### src/rtl/dac_pwr_params.svh
`ifndef DAC_PWR_PARAMS_SVH
`define DAC_PWR_PARAMS_SVH

// Register offsets on the serial configuration port
`define PMC_OFFSET        5'h00
`define SLEEP_OFFSET      5'h01
`define STATUS_OFFSET     5'h02

// Field positions
`define PMC_PD_BIT        4
`define PMC_AUTOPD_BIT    3
`define SLEEP_MAIN_BIT    0
`define SLEEP_AUX_BIT     1
`define STAT_ENGINE_BIT   0
`define STAT_FLUSH_BIT    1
`define STAT_TXEN_BIT     2
`define STAT_PD_BIT       3

// Serial instruction layout
`define INSTR_READ_BIT    7
`define INSTR_ADDR_MSB    4

// Reset values
`define PMC_RESET         8'h00
`define SLEEP_RESET       8'h00

// Timing counts: flush in reference clock cycles, frame length in sclk bits
`define FLUSH_REF_CYCLES  16
`define SPI_BITS          16

`endif

### src/rtl/dac_pwr_pkg.sv
package dac_pwr_pkg;

   typedef enum logic [1:0] {
      ENG_RUN   = 2'b00,
      ENG_FLUSH = 2'b01,
      ENG_DOWN  = 2'b11
   } engine_state_t;

   typedef struct packed {
      logic main_dac_on;
      logic ref_on;
      logic analog_on;
      logic aux_dac_on;
      logic engine_on;
   } power_state_t;

   typedef struct packed {
      logic       wr;
      logic [4:0] addr;
      logic [7:0] data;
   } reg_write_t;

endpackage

### src/rtl/dac_serial_port.sv
`timescale 1ns/1ps
`include "dac_pwr_params.svh"

module dac_serial_port (
   // Clock and reset
   input  wire logic                  clk,
   input  wire logic                  rst_n,
   // Pins
   input  wire logic                  sclk,
   input  wire logic                  csb,
   input  wire logic                  sdio_in,
   output logic                       sdio_out,
   output logic                       sdio_oe,
   // Register side
   output logic [4:0]                 rd_addr,
   input  wire logic [7:0]            rd_data,
   output dac_pwr_pkg::reg_write_t    wr
);

   logic [2:0] sclk_s;
   logic [1:0] csb_s;
   logic [1:0] sdio_s;
   logic [4:0] cnt;
   logic [4:0] next_cnt;
   logic [6:0] shin;
   logic [6:0] next_shin;
   logic [7:0] instr;
   logic [7:0] next_instr;
   logic [7:0] shout;
   logic [7:0] next_shout;
   logic       loaded;
   logic       next_loaded;
   dac_pwr_pkg::reg_write_t next_wr;
   logic       rise;
   logic       fall;
   logic       rd_mode;

   // Third sclk stage only feeds the edge detect, never the first stage
   assign rise    = sclk_s[1] & ~sclk_s[2];
   assign fall    = ~sclk_s[1] & sclk_s[2];
   assign rd_mode = instr[`INSTR_READ_BIT] & (cnt >= 5'd8);
   assign rd_addr = instr[`INSTR_ADDR_MSB:0];
   assign sdio_out = shout[7];
   assign sdio_oe  = rd_mode & loaded & ~csb_s[1];

   always_comb begin
      next_cnt    = cnt;
      next_shin   = shin;
      next_instr  = instr;
      next_shout  = shout;
      next_loaded = loaded;
      next_wr     = '0;
      if (csb_s[1]) begin
         next_cnt    = 5'd0;
         next_loaded = 1'b0;
         next_instr  = 8'h00;
      end else begin
         if (rise && cnt < 5'(`SPI_BITS)) begin
            next_shin = {shin[5:0], sdio_s[1]};
            next_cnt  = cnt + 5'd1;
            if (cnt == 5'd7) begin
               next_instr = {shin, sdio_s[1]};
            end
            if (cnt == 5'd15 && !instr[`INSTR_READ_BIT]) begin
               next_wr.wr   = 1'b1;
               next_wr.addr = instr[`INSTR_ADDR_MSB:0];
               next_wr.data = {shin, sdio_s[1]};
            end
         end
         if (fall && rd_mode) begin
            if (!loaded) begin
               next_shout  = rd_data;
               next_loaded = 1'b1;
            end else begin
               next_shout = {shout[6:0], 1'b0};
            end
         end
      end
   end

   always_ff @(posedge clk or negedge rst_n) begin
      if (!rst_n) begin
         sclk_s <= 3'h0;
         csb_s  <= 2'h3;
         sdio_s <= 2'h0;
         cnt    <= 5'h00;
         shin   <= 7'h00;
         instr  <= 8'h00;
         shout  <= 8'h00;
         loaded <= 1'b0;
         wr     <= '0;
      end else begin
         sclk_s <= {sclk_s[1:0], sclk};
         csb_s  <= {csb_s[0], csb};
         sdio_s <= {sdio_s[0], sdio_in};
         cnt    <= next_cnt;
         shin   <= next_shin;
         instr  <= next_instr;
         shout  <= next_shout;
         loaded <= next_loaded;
         wr     <= next_wr;
      end
   end

endmodule

### src/rtl/dac_power_down_control.sv
`timescale 1ns/1ps
`include "dac_pwr_params.svh"

module dac_power_down_control #(
   parameter int DATA_W       = 16,
   parameter int FLUSH_CYCLES = `FLUSH_REF_CYCLES
) (
   // Reference clock and reset
   input  wire logic                     CLK,
   input  wire logic                     RST_N,
   // Serial configuration port
   input  wire logic                     SCLK,
   input  wire logic                     CSB,
   input  wire logic                     SDIO_IN,
   output logic                          SDIO_OUT,
   output logic                          SDIO_OE,
   // Transmit enable pin
   input  wire logic                     TRANSMIT_ENABLE_PIN,
   // Data path
   input  wire logic [DATA_W-1:0]        DATA_IN,
   output logic [DATA_W-1:0]             DATA_OUT,
   // Power controls
   output dac_pwr_pkg::power_state_t     POWER
);

   logic [7:0]                pmc;
   logic [7:0]                next_pmc;
   logic [7:0]                sleep;
   logic [7:0]                next_sleep;
   logic [1:0]                txen_s;
   logic [15:0]               flush_cnt;
   logic [15:0]               next_flush_cnt;
   dac_pwr_pkg::engine_state_t state;
   dac_pwr_pkg::engine_state_t next_state;
   dac_pwr_pkg::power_state_t  next_power;
   dac_pwr_pkg::reg_write_t    wr;
   logic [DATA_W-1:0]         next_data;
   logic [4:0]                rd_addr;
   logic [7:0]                rd_data;
   logic [7:0]                status;
   logic                      pd;
   logic                      auto_pd;
   logic                      txen;
   logic [1:0]                next_txen_s;
   logic                      wr_pmc;
   logic                      wr_sleep;
   logic                      wake;
   logic                      flush_done;

   assign pd      = pmc[`PMC_PD_BIT];
   assign auto_pd = pmc[`PMC_AUTOPD_BIT];
   assign txen    = txen_s[1];

   // Only a complete write frame raises these strobes
   assign wr_pmc   = wr.wr && (wr.addr == `PMC_OFFSET);
   assign wr_sleep = wr.wr && (wr.addr == `SLEEP_OFFSET);

   // Clearing the auto bit wakes the engine as surely as the pin
   assign wake       = txen || !auto_pd;
   assign flush_done = (flush_cnt == 16'h0000);

   // Port runs on the reference clock alone, untouched by any power state
   dac_serial_port u_port (
      .clk      (CLK),
      .rst_n    (RST_N),
      .sclk     (SCLK),
      .csb      (CSB),
      .sdio_in  (SDIO_IN),
      .sdio_out (SDIO_OUT),
      .sdio_oe  (SDIO_OE),
      .rd_addr  (rd_addr),
      .rd_data  (rd_data),
      .wr       (wr)
   );

   // Status is a live view; writes aimed at it are dropped
   always_comb begin
      status = 8'h00;
      status[`STAT_ENGINE_BIT] = POWER.engine_on;
      status[`STAT_FLUSH_BIT]  = (state == dac_pwr_pkg::ENG_FLUSH);
      status[`STAT_TXEN_BIT]   = txen;
      status[`STAT_PD_BIT]     = pd;
   end

   // Unmapped addresses read as zero
   always_comb begin
      case (rd_addr)
         `PMC_OFFSET:    rd_data = pmc;
         `SLEEP_OFFSET:  rd_data = sleep;
         `STATUS_OFFSET: rd_data = status;
         default:        rd_data = 8'h00;
      endcase
   end

   // Register writes
   always_comb begin
      next_pmc   = pmc;
      next_sleep = sleep;
      if (wr_pmc) begin
         next_pmc = wr.data;
      end
      // Sleep keeps only its two defined bits
      if (wr_sleep) begin
         next_sleep = wr.data & 8'h03;
      end
   end

   // Digital engine sequencer
   always_comb begin
      next_state     = state;
      next_flush_cnt = flush_cnt;
      case (state)
         dac_pwr_pkg::ENG_RUN: begin
            if (!wake) begin
               next_state     = dac_pwr_pkg::ENG_FLUSH;
               // Loaded one short: the entering edge is the first flush cycle
               next_flush_cnt = 16'(FLUSH_CYCLES - 1);
            end
         end
         dac_pwr_pkg::ENG_FLUSH: begin
            // Enable returning mid-flush aborts it; host should wait it out
            if (wake) begin
               next_state = dac_pwr_pkg::ENG_RUN;
            end else if (flush_done) begin
               next_state = dac_pwr_pkg::ENG_DOWN;
            end else begin
               next_flush_cnt = flush_cnt - 16'h0001;
            end
         end
         dac_pwr_pkg::ENG_DOWN: begin
            if (wake) begin
               next_state = dac_pwr_pkg::ENG_RUN;
            end
         end
         default: begin
            next_state = dac_pwr_pkg::ENG_RUN;
         end
      endcase
   end

   // Power outputs; auto power-down touches only the engine
   always_comb begin
      // Full power-down overrides sleep and the sequencer
      next_power = '0;
      if (!pd) begin
         next_power.ref_on      = 1'b1;
         next_power.analog_on   = 1'b1;
         next_power.main_dac_on = !sleep[`SLEEP_MAIN_BIT];
         next_power.aux_dac_on  = !sleep[`SLEEP_AUX_BIT];
         next_power.engine_on   = (next_state != dac_pwr_pkg::ENG_DOWN);
      end
   end

   // Zero samples whenever enable is low, flushing the pipeline
   always_comb begin
      if (txen && next_power.engine_on) begin
         next_data = DATA_IN;
      end else begin
         next_data = '0;
      end
   end

   // Two stages before anything reads the pin
   always_comb begin
      next_txen_s = {txen_s[0], TRANSMIT_ENABLE_PIN};
   end

   // Configuration registers
   always_ff @(posedge CLK or negedge RST_N) begin
      if (!RST_N) begin
         pmc   <= `PMC_RESET;
         sleep <= `SLEEP_RESET;
      end else begin
         pmc   <= next_pmc;
         sleep <= next_sleep;
      end
   end

   // Reset low: data path zero-fills until the pin is seen
   always_ff @(posedge CLK or negedge RST_N) begin
      if (!RST_N) begin
         txen_s <= 2'h0;
      end else begin
         txen_s <= next_txen_s;
      end
   end

   // Engine sequencer
   always_ff @(posedge CLK or negedge RST_N) begin
      if (!RST_N) begin
         state     <= dac_pwr_pkg::ENG_RUN;
         flush_cnt <= 16'h0000;
      end else begin
         state     <= next_state;
         flush_cnt <= next_flush_cnt;
      end
   end

   // Outputs reset to all off, as a powered-down part
   always_ff @(posedge CLK or negedge RST_N) begin
      if (!RST_N) begin
         POWER    <= '0;
         DATA_OUT <= '0;
      end else begin
         POWER    <= next_power;
         DATA_OUT <= next_data;
      end
   end

endmodule

### config.mk
export PLATFORM = sky130hd
export DESIGN_NAME = dac_power_down_control
export DESIGN_NICKNAME = d
export VERILOG_FILES = /design/src/rtl/dac_pwr_pkg.sv /design/src/rtl/dac_serial_port.sv /design/src/rtl/dac_power_down_control.sv
export VERILOG_INCLUDE_DIRS = /design/src /design/src/rtl
export SDC_FILE = /design/constraint.sdc
export NUM_CORES = 1
export LEC_CHECK = 0
export BUFFER_PORTS_ARGS = -buffer_cell sky130_fd_sc_hd__buf_2
export CORE_MARGIN = 5
export CORE_UTILIZATION = 58
export DETAILED_ROUTE_END_ITERATION = 10
export GPL_TIMING_DRIVEN = 0
export PLACE_DENSITY_LB_ADDON = 0.25
export SLEW_MARGIN = 20
export SYNTH_ARGS = -nofsm -noshare
export SYNTH_HDL_FRONTEND = slang
export SYNTH_SLANG_ARGS = --single-unit
### constraint.sdc
create_clock -name CLK -period 5.1 [get_ports CLK]
set_input_delay 0.765 -clock CLK [delete_from_list [all_inputs] [get_ports CLK]]
set_output_delay 0.765 -clock CLK [all_outputs]
set_load 0.005 [all_outputs]
==> results.sh <==
export IMPL_numCtsBuffers=9
export IMPL_ant_nets=0
export IMPL_io_buffers=44
export IMPL_p_leak_uw=0.00217
export IMPL_drc=0
export IMPL_combPwrFrac_pct=5.1
export IMPL_path_class="reg -> reg"
export IMPL_synthCells=327
export IMPL_tightest_slew_ns=0.937
export IMPL_grt_pass1_vias=2617
export IMPL_cts_root_buf="clkbuf_8"
export IMPL_holdWs_ns=0.314
export IMPL_cts_setup_buffers=0
export IMPL_p_int_uw=1030
export IMPL_reg2regPathDepth=8
export IMPL_grt_total_usage_pct=17.9
export IMPL_path_delay_family="simple AND/OR/NAND/NOR gates"
export IMPL_grt_max_degree=56
export IMPL_yosys_most_used_dff="dfrtp_1"
export IMPL_cts_buffer_depth=2
export IMPL_period_minus_slack_ns=2.52
export IMPL_holdCritPathClass="in -> async"
export IMPL_maxSlewHeadroom_pct=37.4
export IMPL_place_ws_ns=2.60
export IMPL_yosys_area_top_type="dfrtp_1"
export IMPL_wl_mm=7.10
export IMPL_globalplace_congestion=0.791
export IMPL_rr_startpoint="flush_cnt[0]$_DFFE_PN0P_"
export IMPL_status="finished clean"
export IMPL_htree_levels=3
export IMPL_clock_latency_ns=0.35
export IMPL_wire_per_inst_um=15.2
export IMPL_synth_edf_count=0
export IMPL_dp_cells=452
export IMPL_cp_start_kind="flop"
export IMPL_diodes=0
export IMPL_final_setup_tns_ns=0
export IMPL_max_freq_mhz=397
export IMPL_syn_area_mm2=0.00395
export IMPL_nFillCells=543
export IMPL_fin_worst_skew_ns=0.0141
export IMPL_ys_warn_count=0
export IMPL_core_region_area_mm2=0.00672
export IMPL_num_io_pins=45
export IMPL_drv_cap=0
export IMPL_power_frac_seq_pct=62.5
export IMPL_die_w_um=92.5
export IMPL_vdd_drop_max_uv=275
export IMPL_rsz0062_at_grt="no"
export IMPL_fp_row_count=30
export IMPL_r2r_setup_slack_ns=2.58
export IMPL_initial_core_util_pct=58.8
export IMPL_synth_avg_cell_area_um2=12.1
export IMPL_path_cells="inv_1, ha_1, or3b_2, buf_2, or3_1, clkbuf_1, or4b_1, a21oi_1"
export IMPL_power_density_mw_per_mm2=298
export IMPL_hold_viol=0
export IMPL_cts_hold_buf=0
export IMPL_cts_tree="built"
export IMPL_cts_resized_gates=0
export IMPL_drive_gt1_share_pct=22.9
export IMPL_crit_fanout=8
export IMPL_synth_top_area_share_pct=60.8
export IMPL_crit_arrival_ns=2.80
export IMPL_synthTopCellsByArea="dfrtp_1 61%, mux2_2 4.8%, nor2_1 2.9%"
export IMPL_crit_slowest_cell="or4b_1"
export IMPL_fin_crit_sh_pct=49.3
export IMPL_vias=2637
export IMPL_cp_end_kind="flop"
export IMPL_synthArstFlopShare_pct=100
export IMPL_die_h_um=92.5
export IMPL_worstSetupPathDepth=8
export IMPL_power_frac_clock_pct=32.4
export IMPL_synth_seq_cells=98
export IMPL_r2r_end="flush_cnt[10]$_DFFE_PN0P_"
export IMPL_clock_sinks=98
export IMPL_critPathRequiredTime_ns=5.38
export IMPL_area_growth_pct=13.1
export IMPL_path_clk_slew_ns=0.09
export IMPL_synth_fp_nets=352
export IMPL_antenna_found_initial=0
export IMPL_hpwl_mm=5.01
export IMPL_nets=408
export IMPL_grt_ovfl_total=0
export IMPL_drt_pass1_iter_count=4
export IMPL_stdcell_count=468
export IMPL_setup_viol=0
export IMPL_path_buf_inv=3
export IMPL_dieArea_mm2=0.00856
export IMPL_p_sw_uw=308
export IMPL_switching_share_pct=23.1
export IMPL_synth_seq_area_share_pct=62.1
export IMPL_drt_iter0_markers=115
export IMPL_viasPerCell=5.63
export IMPL_timing_final_ws_setup_ns=2.58
export IMPL_grt_pass1_wl_mm=12.2
export IMPL_cp_slowest_stage_delay_ns=0.48
export IMPL_ys_types=44
export IMPL_maxSlewViolCount=0
-- cell usage after synthesis, drive strengths merged, types with 3 or more instances --
library cell,number
o21ai,6
a31oi,6
nand2,10
nor3,4
o41ai,4
mux2,17
a221oi,3
o31ai,6
or4b,3
nand3,6
ha,3
a21oi,14
dfrtp,96
nand2b,6
mux2i,9
and2,14
inv,6
nor3b,3
clkbuf,12
or4,12
buf,6
nor4,4
or3,7
and3,18
nor2,31
-- logic make-up (layout without fill, tap and decap cells) --
logic type	after synthesis	in the layout	share of synthesized area (%)
AO/OA/AOI/OAI	46	46	7.82
XOR/XNOR	3	3	0.665
adder cells (fa/ha/maj)	3	3	0.950
buffers and inverters	24	85	2.60
flip-flops	98	98	62.1
multiplexers	26	26	7.13
AND/OR/NAND/NOR	127	127	18.7
-- sequential cells by signal, indices dropped and copies added (netlist names) --
signal and cells:
DATA_OUT 16, POWER 4, flush_cnt 16, pmc 8, sleep 2, state 2
txen_s 2, u_port.cnt 5, u_port.csb_s 2, u_port.instr 6, u_port.loaded 1, u_port.sclk_s 3
u_port.sdio_s 2, u_port.shin 7, u_port.shout 8, u_port.wr 14
-- power by group through the flow --
stage | registers (uW) | logic [uW] | clock network [uW]
global placement | 847 | 65.1 | 0
finish | 833 | 68.2 | 432
CTS | 833 | 70.7 | 442
floorplan | 842 | 32.7 | 0
global route | 838 | 78.2 | 482
detailed placement | 849 | 70.4 | 0
-- through the flow --
step                instance area (um^2)  utilization [%]  total power, uW
floorplan                           3950                -              875
global placement                    4270             63.6              912
detailed placement                  4300             64.1              919
CTS                                 4470             66.5             1350
global route                        4470             66.5             1400
finish                              4470             66.5             1330
-- worst register-to-register path: cells and delay by family, from the launching register on --
kind	cells	cell delay, ns
compound gates	1	0.15
fa+ha+maj	1	0.16
buf+inv	3	0.44
flops	1	0.42
simple gates	3	1.28
-- worst max-delay path by stage --
stage | slack, ns | from | endpoint
floorplan | 2.77 | flush_cnt[0]$_DFFE_PN0P_ | flush_cnt[10]$_DFFE_PN0P_
global placement | 2.34 | RST_N | u_port.sdio_s[0]$_DFF_PN0_
detailed placement | 2.60 | flush_cnt[0]$_DFFE_PN0P_ | flush_cnt[10]$_DFFE_PN0P_
CTS | 2.58 | flush_cnt[0]$_DFFE_PN0P_ | flush_cnt[10]$_DFFE_PN0P_
global route | 2.41 | flush_cnt[0]$_DFFE_PN0P_ | flush_cnt[10]$_DFFE_PN0P_
finish | 2.58 | flush_cnt[0]$_DFFE_PN0P_ | flush_cnt[10]$_DFFE_PN0P_
-- cell usage in the layout, fill, tap and decap left out, types with 3 or more instances in the layout --
master,instances
a31oi_1,6
mux2i_1,9
mux2_2,17
nor3_1,4
clkbuf_8,9
ha_1,3
buf_2,47
nor4_1,3
o41ai_1,4
or4_1,10
o21ai_0,6
dfrtp_1,96
nand3_1,6
or3_1,7
nand2_1,10
a221oi_1,3
nand2b_1,6
o31ai_1,6
inv_1,6
nor3b_1,3
nor2_1,31
and3_1,18
a21oi_1,14
and2_1,14
clkbuf_1,15
-- layout make-up --
cell class              count  area, um^2  share of cell area, %
flip-flops and latches     98        2450                   54.9
well taps                  80         100                   2.24
multi-input cells         205        1390                   31.2
clock buffers              12         135                   3.02
inverters                   6        22.5                  0.504
repair buffers             45         254                   5.68
plain buffers              18        80.1                   1.79
clock inverters             4        28.8                  0.644
-- per-layer routing --
| layer | global-route usage (%) | wire length, um |
|---|---|---|
| met1 | 23.5 | 3130 |
| met2 | 29.8 | 3550 |
| met5 | 0 | 0 |
| met4 | 6.31 | 127 |
| met3 | 3.57 | 289 |
(Power assumes the default switching activity.)
